--- src/rtl/flpc_params.svh ---
// constants for the flash lock and service call block
`ifndef FLPC_PARAMS_SVH
`define FLPC_PARAMS_SVH
`define FLPC_BIT_ERASED 8'hff
`define FLPC_BIT_PROGRAMMED 8'h00
`define FLPC_LOCK_ADDR0 2'h0
`define FLPC_LOCK_ADDR1 2'h1
`define FLPC_LOCK_ADDR2 2'h2
`define FLPC_ENTRY_ADDR 16'hfff0
`define FLPC_EXT_LIMIT 16'h8000
`define FLPC_SEL_IDENT 8'h00
`define FLPC_ID_MAKER 16'h0000
`define FLPC_ID_DEV1 16'h0001
`define FLPC_ID_DEV2 16'h0002
`define FLPC_ID_DEV3 16'h0003
`endif

--- src/rtl/flpc_pkg.sv ---
// types for the flash lock and service call block
package flpc_pkg;
  typedef enum logic [3:0] {
    FLPC_LEVEL1 = 4'b0001,
    FLPC_LEVEL2 = 4'b0010,
    FLPC_LEVEL3 = 4'b0100,
    FLPC_LEVEL4 = 4'b1000
  } flpc_level_t;
  typedef enum logic [2:0] {
    FLPC_IDLE = 3'b001,
    FLPC_BUSY = 3'b010,
    FLPC_DONE = 3'b100
  } flpc_state_t;
endpackage

--- src/rtl/flpc_lock_call.sv ---
// flash protection level decode and service call dispatch
`include "flpc_params.svh"
// Notes on behaviour
// - three protection bits, each FFh erased and 00h programmed.
// - only chip erase or reset returns the bits to FFh.
// - level 2 refuses all serial-port programming, signature and fuses too.
// - level 3 also blocks serial code and data reads; signatures, fuses readable.
// - levels restrict the serial port and, at level 4, external fetch; never boot ROM or firmware.
// - bits at 00h,01h,02h decode to levels one to four.
// - level 4 blocks external execution above 32K when boot select is 1.
// - service chosen by registers, dispatched through entry FFF0h.
// - boot ROM mapped while the map enable bit is set.
// - services leave interrupt enables untouched; firmware masks them.
// - selector 00h returns identification byte chosen by first pointer.
module flpc_lock_call
  import flpc_pkg::*;
#(
  parameter logic [7:0] MAKER_ID = 8'h5a, // arbitrary value
  parameter logic [7:0] DEV_ID1 = 8'h11, // arbitrary value
  parameter logic [7:0] DEV_ID2 = 8'h22, // arbitrary value
  parameter logic [7:0] DEV_ID3 = 8'h33 // arbitrary value
)
(
  input wire logic clk,
  input wire logic rst_n,
  // serial programming port requests
  input wire logic isp_program_req,
  input wire logic [1:0] isp_program_space,
  input wire logic isp_read_req,
  input wire logic [1:0] isp_read_space,
  input wire logic isp_lock_program,
  input wire logic [1:0] isp_lock_addr,
  input wire logic chip_erase,
  // firmware and boot ROM requests
  input wire logic iap_program_req,
  // fetch check
  input wire logic [15:0] fetch_addr,
  input wire logic fetch_external,
  input wire logic boot_memory_select,
  // service call
  input wire logic boot_rom_map_enable,
  input wire logic call_strobe,
  input wire logic [15:0] call_target,
  input wire logic [7:0] working_register_one,
  input wire logic [7:0] accumulator,
  input wire logic [15:0] first_data_pointer,
  input wire logic [15:0] second_data_pointer,
  // answers
  output logic [3:0] protection_level,
  output logic [23:0] lock_bits,
  output logic isp_program_grant,
  output logic isp_program_refused,
  output logic isp_read_grant,
  output logic isp_read_refused,
  output logic iap_program_grant,
  output logic fetch_blocked,
  output logic boot_rom_mapped,
  output logic call_done,
  output logic call_unknown,
  output logic [7:0] result_accumulator
);
  // space codes: 0 code, 1 data, 2 user signature, 3 fuses (maker signature read as 2)
  localparam logic [1:0] SPACE_SIGN = 2'h2;
  localparam logic [1:0] SPACE_FUSE = 2'h3;

  logic [7:0] bit0;
  logic [7:0] bit1;
  logic [7:0] bit2;
  flpc_level_t level;
  flpc_state_t state;
  logic [7:0] sel;
  logic [15:0] ptr;
  logic call_hit;
  logic sign_read;

  // ==========================================================
  // protection bits
  flpc_lock_bit u_bit0 (.clk(clk), .rst_n(rst_n), .chip_erase(chip_erase),
    .program_bit(isp_lock_program && isp_lock_addr == `FLPC_LOCK_ADDR0), .value(bit0));
  flpc_lock_bit u_bit1 (.clk(clk), .rst_n(rst_n), .chip_erase(chip_erase),
    .program_bit(isp_lock_program && isp_lock_addr == `FLPC_LOCK_ADDR1), .value(bit1));
  flpc_lock_bit u_bit2 (.clk(clk), .rst_n(rst_n), .chip_erase(chip_erase),
    .program_bit(isp_lock_program && isp_lock_addr == `FLPC_LOCK_ADDR2), .value(bit2));
  assign lock_bits = {bit2, bit1, bit0};

  // ==========================================================
  // level decode; odd combinations fall to the weakest level implied, set by the lowest erased bit
  always_comb begin
    if (bit0 == `FLPC_BIT_ERASED) begin
      level = FLPC_LEVEL1;
    end else if (bit1 == `FLPC_BIT_ERASED) begin
      level = FLPC_LEVEL2;
    end else if (bit2 == `FLPC_BIT_ERASED) begin
      level = FLPC_LEVEL3;
    end else begin
      level = FLPC_LEVEL4;
    end
  end
  assign protection_level = level;

  // ==========================================================
  // serial port gating; firmware path never looks at the level
  assign sign_read = isp_read_space == SPACE_SIGN || isp_read_space == SPACE_FUSE;
  assign isp_program_refused = isp_program_req && level != FLPC_LEVEL1;
  assign isp_program_grant = isp_program_req && level == FLPC_LEVEL1;
  assign isp_read_refused = isp_read_req && !sign_read
    && (level == FLPC_LEVEL3 || level == FLPC_LEVEL4);
  assign isp_read_grant = isp_read_req && !isp_read_refused;
  assign iap_program_grant = iap_program_req;
  assign fetch_blocked = level == FLPC_LEVEL4 && boot_memory_select && fetch_external
    && fetch_addr >= `FLPC_EXT_LIMIT;

  // ==========================================================
  // service call: taken only at the entry with boot ROM mapped
  assign boot_rom_mapped = boot_rom_map_enable;
  assign call_hit = call_strobe && boot_rom_map_enable && call_target == `FLPC_ENTRY_ADDR;

  // capture selector and pointer, answer two cycles later
  always_ff @(posedge clk or negedge rst_n) begin
    if (!rst_n) begin
      state <= FLPC_IDLE;
      sel <= 8'h00;
      ptr <= 16'h0000;
    end else begin
      case (state)
        FLPC_IDLE: begin
          if (call_hit) begin
            state <= FLPC_BUSY;
            sel <= working_register_one;
            ptr <= first_data_pointer;
          end
        end
        FLPC_BUSY: begin
          state <= FLPC_DONE;
        end
        default: begin
          state <= FLPC_IDLE;
        end
      endcase
    end
  end

  // identification answer; other selectors keep the accumulator
  always_ff @(posedge clk or negedge rst_n) begin // writes the answer and the done and unknown flags, never interrupt enables
    if (!rst_n) begin
      result_accumulator <= 8'h00;
      call_done <= 1'b0;
      call_unknown <= 1'b0;
    end else begin
      call_done <= state == FLPC_BUSY;
      call_unknown <= 1'b0;
      if (state == FLPC_BUSY) begin
        if (sel != `FLPC_SEL_IDENT) begin
          result_accumulator <= accumulator;
          call_unknown <= 1'b1;
        end else if (ptr == `FLPC_ID_MAKER) begin
          result_accumulator <= MAKER_ID;
        end else if (ptr == `FLPC_ID_DEV1) begin
          result_accumulator <= DEV_ID1;
        end else if (ptr == `FLPC_ID_DEV2) begin
          result_accumulator <= DEV_ID2;
        end else if (ptr == `FLPC_ID_DEV3) begin
          result_accumulator <= DEV_ID3;
        end else begin
          result_accumulator <= accumulator;
          call_unknown <= 1'b1;
        end
      end
    end
  end

  // ==========================================================
  // checks
  AST_LEVEL2_NO_PROG: assert property (@(posedge clk) disable iff (!rst_n)
    (isp_program_req && bit0 == 8'h00) |-> !isp_program_grant && isp_program_refused)
    else $error("serial programming granted while locked");
  AST_LEVEL1_PROG: assert property (@(posedge clk) disable iff (!rst_n)
    (isp_program_req && bit0 == `FLPC_BIT_ERASED) |-> isp_program_grant && !isp_program_refused)
    else $error("serial programming refused while unlocked");
  // signature and fuse spaces get no exemption from the programming lock
  AST_SPACE_PROG_REFUSED: assert property (@(posedge clk) disable iff (!rst_n)
    (isp_program_req && isp_program_space >= SPACE_SIGN && bit0 == `FLPC_BIT_PROGRAMMED)
    |-> isp_program_refused)
    else $error("signature or fuse programming granted while locked");
  AST_LEVEL3_READ: assert property (@(posedge clk) disable iff (!rst_n)
    (isp_read_req && bit0 == 8'h00 && bit1 == 8'h00 && !sign_read) |-> !isp_read_grant)
    else $error("serial read granted at level three");
  AST_SIGN_READ: assert property (@(posedge clk) disable iff (!rst_n)
    (isp_read_req && sign_read) |-> isp_read_grant)
    else $error("signature read refused");
  AST_IAP_FREE: assert property (@(posedge clk) disable iff (!rst_n)
    iap_program_req |-> iap_program_grant)
    else $error("firmware programming blocked");
  AST_ONLY_ERASE: assert property (@(posedge clk) disable iff (!rst_n)
    (bit0 == 8'h00 && !chip_erase) |=> bit0 == 8'h00)
    else $error("lock bit cleared without chip erase");
  AST_ERASE_CLEARS: assert property (@(posedge clk) disable iff (!rst_n)
    chip_erase |=> lock_bits == 24'hffffff && protection_level == 4'b0001)
    else $error("chip erase left lock bits");
  AST_LEVEL3_DECODE: assert property (@(posedge clk) disable iff (!rst_n)
    lock_bits == 24'hff0000 |-> protection_level == 4'b0100)
    else $error("two programmed bits not decoded as level three");
  AST_LEVEL4_FETCH: assert property (@(posedge clk) disable iff (!rst_n)
    (lock_bits == 24'h000000 && boot_memory_select && fetch_external && fetch_addr[15])
    |-> fetch_blocked)
    else $error("external fetch above 32K not blocked");
  AST_FETCH_LOW: assert property (@(posedge clk) disable iff (!rst_n)
    fetch_addr < `FLPC_EXT_LIMIT |-> !fetch_blocked)
    else $error("fetch below 32K blocked");
  AST_CALL_TIMING: assert property (@(posedge clk) disable iff (!rst_n)
    (state == FLPC_IDLE && call_hit) |-> !call_done ##1 !call_done ##1 call_done)
    else $error("service answer not two cycles after entry");
  AST_MAKER_ID: assert property (@(posedge clk) disable iff (!rst_n)
    (state == FLPC_IDLE && call_hit && working_register_one == 8'h00 && first_data_pointer == 16'h0000)
    |-> ##2 result_accumulator == MAKER_ID)
    else $error("maker code not returned");
  AST_UNKNOWN_SEL: assert property (@(posedge clk) disable iff (!rst_n)
    (state == FLPC_IDLE && call_hit && working_register_one != `FLPC_SEL_IDENT) |-> ##2 call_unknown)
    else $error("non identification selector not flagged");
  AST_NO_UNMAPPED: assert property (@(posedge clk) disable iff (!rst_n)
    (state == FLPC_IDLE && !boot_rom_map_enable) |=> state == FLPC_IDLE)
    else $error("call taken with boot ROM unmapped");
endmodule

--- src/rtl/flpc_lock_bit.sv ---
// one nonvolatile protection bit cell
`include "flpc_params.svh"
module flpc_lock_bit
  import flpc_pkg::*;
(
  input wire logic clk,
  input wire logic rst_n,
  input wire logic program_bit,
  input wire logic chip_erase,
  output logic [7:0] value
);
  // cell loads erased at reset; only reset or chip erase returns it, and erase wins over program
  always_ff @(posedge clk or negedge rst_n) begin
    if (!rst_n) begin
      value <= `FLPC_BIT_ERASED;
    end else if (chip_erase) begin
      value <= `FLPC_BIT_ERASED;
    end else if (program_bit) begin
      value <= `FLPC_BIT_PROGRAMMED;
    end
  end
endmodule

--- config.mk ---
export PLATFORM = sky130hd
export DESIGN_NAME = flpc_lock_call
export DESIGN_NICKNAME = d
export VERILOG_FILES = /design/src/rtl/flpc_pkg.sv /design/src/rtl/flpc_lock_call.sv /design/src/rtl/flpc_lock_bit.sv
export VERILOG_INCLUDE_DIRS = /design/src /design/src/rtl
export SDC_FILE = /design/constraint.sdc
export NUM_CORES = 1
export LEC_CHECK = 0
export BUFFER_PORTS_ARGS = -buffer_cell sky130_fd_sc_hd__buf_2
export CAP_MARGIN = 40
export CORE_MARGIN = 2
export CORE_UTILIZATION = 26
export CTS_CLUSTER_SIZE = 40
export DETAILED_ROUTE_END_ITERATION = 8
export GPL_TIMING_DRIVEN = 1
export SYNTH_ARGS = -nofsm -noshare
export SYNTH_HDL_FRONTEND = slang
export SYNTH_SLANG_ARGS = --single-unit
export TNS_END_PERCENT = 20
--- constraint.sdc ---
create_clock -name clk -period 3.7 [get_ports clk]
set_clock_uncertainty 0.1 [all_clocks]
set_input_delay 1.11 -clock clk [delete_from_list [all_inputs] [get_ports clk]]
set_output_delay 1.11 -clock clk [all_outputs]
set_load 0.1 [all_outputs]
==> metrics.txt <==
Clock Latency Late Sink=280 ps; CP Data Arrival Time=1900 ps; Leakage Power=1.327 nW; CP max stage cell=buf_2; YS warnings=0; Gate Count Post-Synth=167; Area Growth Syn to Fin=29.58%; largest area contributor in the netlist=dfrtp_1; Die ar.=8362 um2; Cell Area, Synth=1988 um2; Net Count, Synth=264; Yosys cell types=35; CP required=2490 ps; flops & latches, synth=40; number of synthesized flops with an enable pin=0; drt drc=0; Crit Path Category=in2out; most used cell, CP=buf_2; compound-gate portion of the synthesized area=0.06042; initial antenna violation count=0; first-pass GRT wire length=6796 um; sequential-to-total area share from yosys stat=0.5060; Root Buffer=clkbuf_8; crit-path max cell delay=460 ps; Hold Fails Final Rpt=0; CP Capture Point=isp_read_refused; vias in the first global route=1459; count of port buffers added during placement=105; Max-cap violations=0; hold buffer count at cts=0; final WL=4299 um; via/cell ratio=4.282; final hold slack=383.5 ps; r2r setup slk=1610 ps; CP cell instances=buf_2, nor4b_4, buf_2; Final Max Tran Viols=0; area share of the largest cell type after synthesis=0.4531; measured slew at the worst slew-check pin=494.9 ps; final worst-path cycle share=0.8402; CP Launch Point=isp_read_space[1]; die height=91.45 um; Total Routing Usage GR=0.1013; post_cts resized=0; relative slew slack=0.6723; PD cells=373.5 nW/um2; simple-gate share of the synthesized area=0.1466; initial DRC count=58; gr ovfl total=0; Post-DP HPWL=3358 um; Reg2Reg Depth=4; Site Rows=31; top cells by area, synth=dfrtp_1 (45%), mux2_4 (15%), buf_4 (9.1%); postcts setup bufs=0; Crit. End Element=output port; xor/xnor share of the synthesized area=0; io pins=142; drt wl/cell=12.25 um; Max rail drop VDD=0.0001488 V; CTS buffer count=5; first-pass iteration count of the detailed router=4; antenna-violating nets left=0; via count of the routed design=1503; total setup violations reported at the end of the flow=0; CORE AREA=7331 um2; largest family of logic cells by synthesized area=multiplexers; crit-path max FO=2; total negative setup slack=0 ps; share of cells above drive strength 1=0.5873; CTS tree=built; Placed Area=2476 um2; Final Instance Area=2576 um2; Most used DFF post-synth=dfrtp_1; global placement routability congestion=0.7443; r2r endpoint=ptr[3]; H-tree depth=2; Setup crit start kind=primary input; Max Clk Rate=0.3217 GHz; Final Critical Period=3109 ps; Die X-Extent=91.45 um; Ant. Diodes=0; Filler cells=735; Num Clock Sinks=40; clock buffer depth=2; clk slew on worst S/H paths=80 ps; FFs w/ async S/R, synth=1.000; Reg2Reg Launch Point=state[1]; Mean Syn Cell Area=11.91 um2; RSZ-0062 raised after global routing=no; Post-Synth Adder-Cell Area=0; largest net degree at the start of global routing=25; status=complete, no violations; nets@finish=348; initial core utilization=0.2712; path type of the worst min-delay path=reg2reg; fraction of synthesized area in multiplexers=0.1737
[sequential cells by signal (all words and copies together), names as in the netlist]
| name | cells |
|---|---|
| u_bit2.value | 1 |
| u_bit0.value | 1 |
| result_accumulator | 8 |
| call_done | 1 |
| sel | 8 |
| call_unknown | 1 |
| u_bit1.value | 1 |
| ptr | 16 |
| state | 3 |
[report_power, final]
part           switching (mW)  internal, mW  total, mW  leakage, nW
combinational           0.157        0.0423      0.199        0.772
clock                   0.147         0.170      0.317       0.0515
sequential            0.00570         0.440      0.446        0.504
[final cells by class]
| type | instances | area (um2) | area share |
|---|---|---|---|
| clock buffers | 8 | 100.1 | 0.03885 |
| repair buffers | 106 | 553.0 | 0.2147 |
| flip-flops and latches | 40 | 1006 | 0.3905 |
| inverters | 3 | 11.26 | 0.004371 |
| well taps | 99 | 123.9 | 0.04808 |
| multi-input cells | 95 | 782.0 | 0.3035 |
[through the flow]
stage	cells	util	setup slack (ps)	total power, mW
2_1_floorplan	167	-	-491.7	0.6164
4_1_cts	351	0.3514	586.3	0.9844
6_report	351	0.3514	591.3	0.9621
3_3_place_gp	342	0.3340	597.3	0.6502
5_1_grt	351	0.3514	537.0	1.012
3_5_place_dp	343	0.3378	586.6	0.6561
[routing by layer]
layer	track usage	routed length, um	up-vias
li1	-	-	728
met1	0.1266	1831	703
met2	0.1710	2099	67
met3	0.03154	338	5
met4	0.02273	29	0
met5	0	0	-
[synthesized netlist by cell type, types with 2 or more instances]
cell and count:
a21o_1 2, a21oi_1 6, a31oi_1 3, and3_1 2, and4_1 3, buf_4 24
buf_6 2, clkbuf_1 3, dfrtp_1 36, dfstp_2 4, inv_1 2, mux2_2 4
mux2_4 20, nand2_1 8, nand3_1 2, nand4_1 3, nor2_1 13, nor2b_1 3
nor3b_1 2, nor4_1 4, o21ai_0 7
[worst max-delay path, delay by kind of cell]
family | cells | cell delay (ps)
buffers and inverters | 2 | 570
and+or+nand+nor | 1 | 210
[worst min-delay path by stage]
stage                     cells past startpoint  slack, ps                  start               endpoint
final                                         2        380  result_accumulator[2]  result_accumulator[2]
after global routing                          2        410  result_accumulator[7]  result_accumulator[7]
after CTS                                     2        390  result_accumulator[7]  result_accumulator[7]
after detailed placement                      2        370  result_accumulator[2]  result_accumulator[2]
after global placement                        2        360  result_accumulator[7]  result_accumulator[7]
after floorplan                               1        380                 ptr[2]                 ptr[2]
[kinds of logic after synthesis]
kind of cell	after synthesis
AO/OA/AOI/OAI	21
multiplexers	24
AND/OR/NAND/NOR	50
buffers and inverters	32
flip-flops	40
[cells in the final DEF (no fill, tap or decap), drive strengths merged, types with 2 or more instances in the layout]
cell / count
buf: 106
dfrtp: 36
mux2: 24
nor2: 14
nand2: 8
o21ai: 8
clkbuf: 8
a21oi: 6
nor4: 4
dfstp: 4
nor2b: 3
and4: 3
nand4: 3
a31oi: 3
nand3: 3
inv: 2
and3: 2
a21o: 2
nor3b: 2
Note: power is estimated with default switching activity, not from simulation.
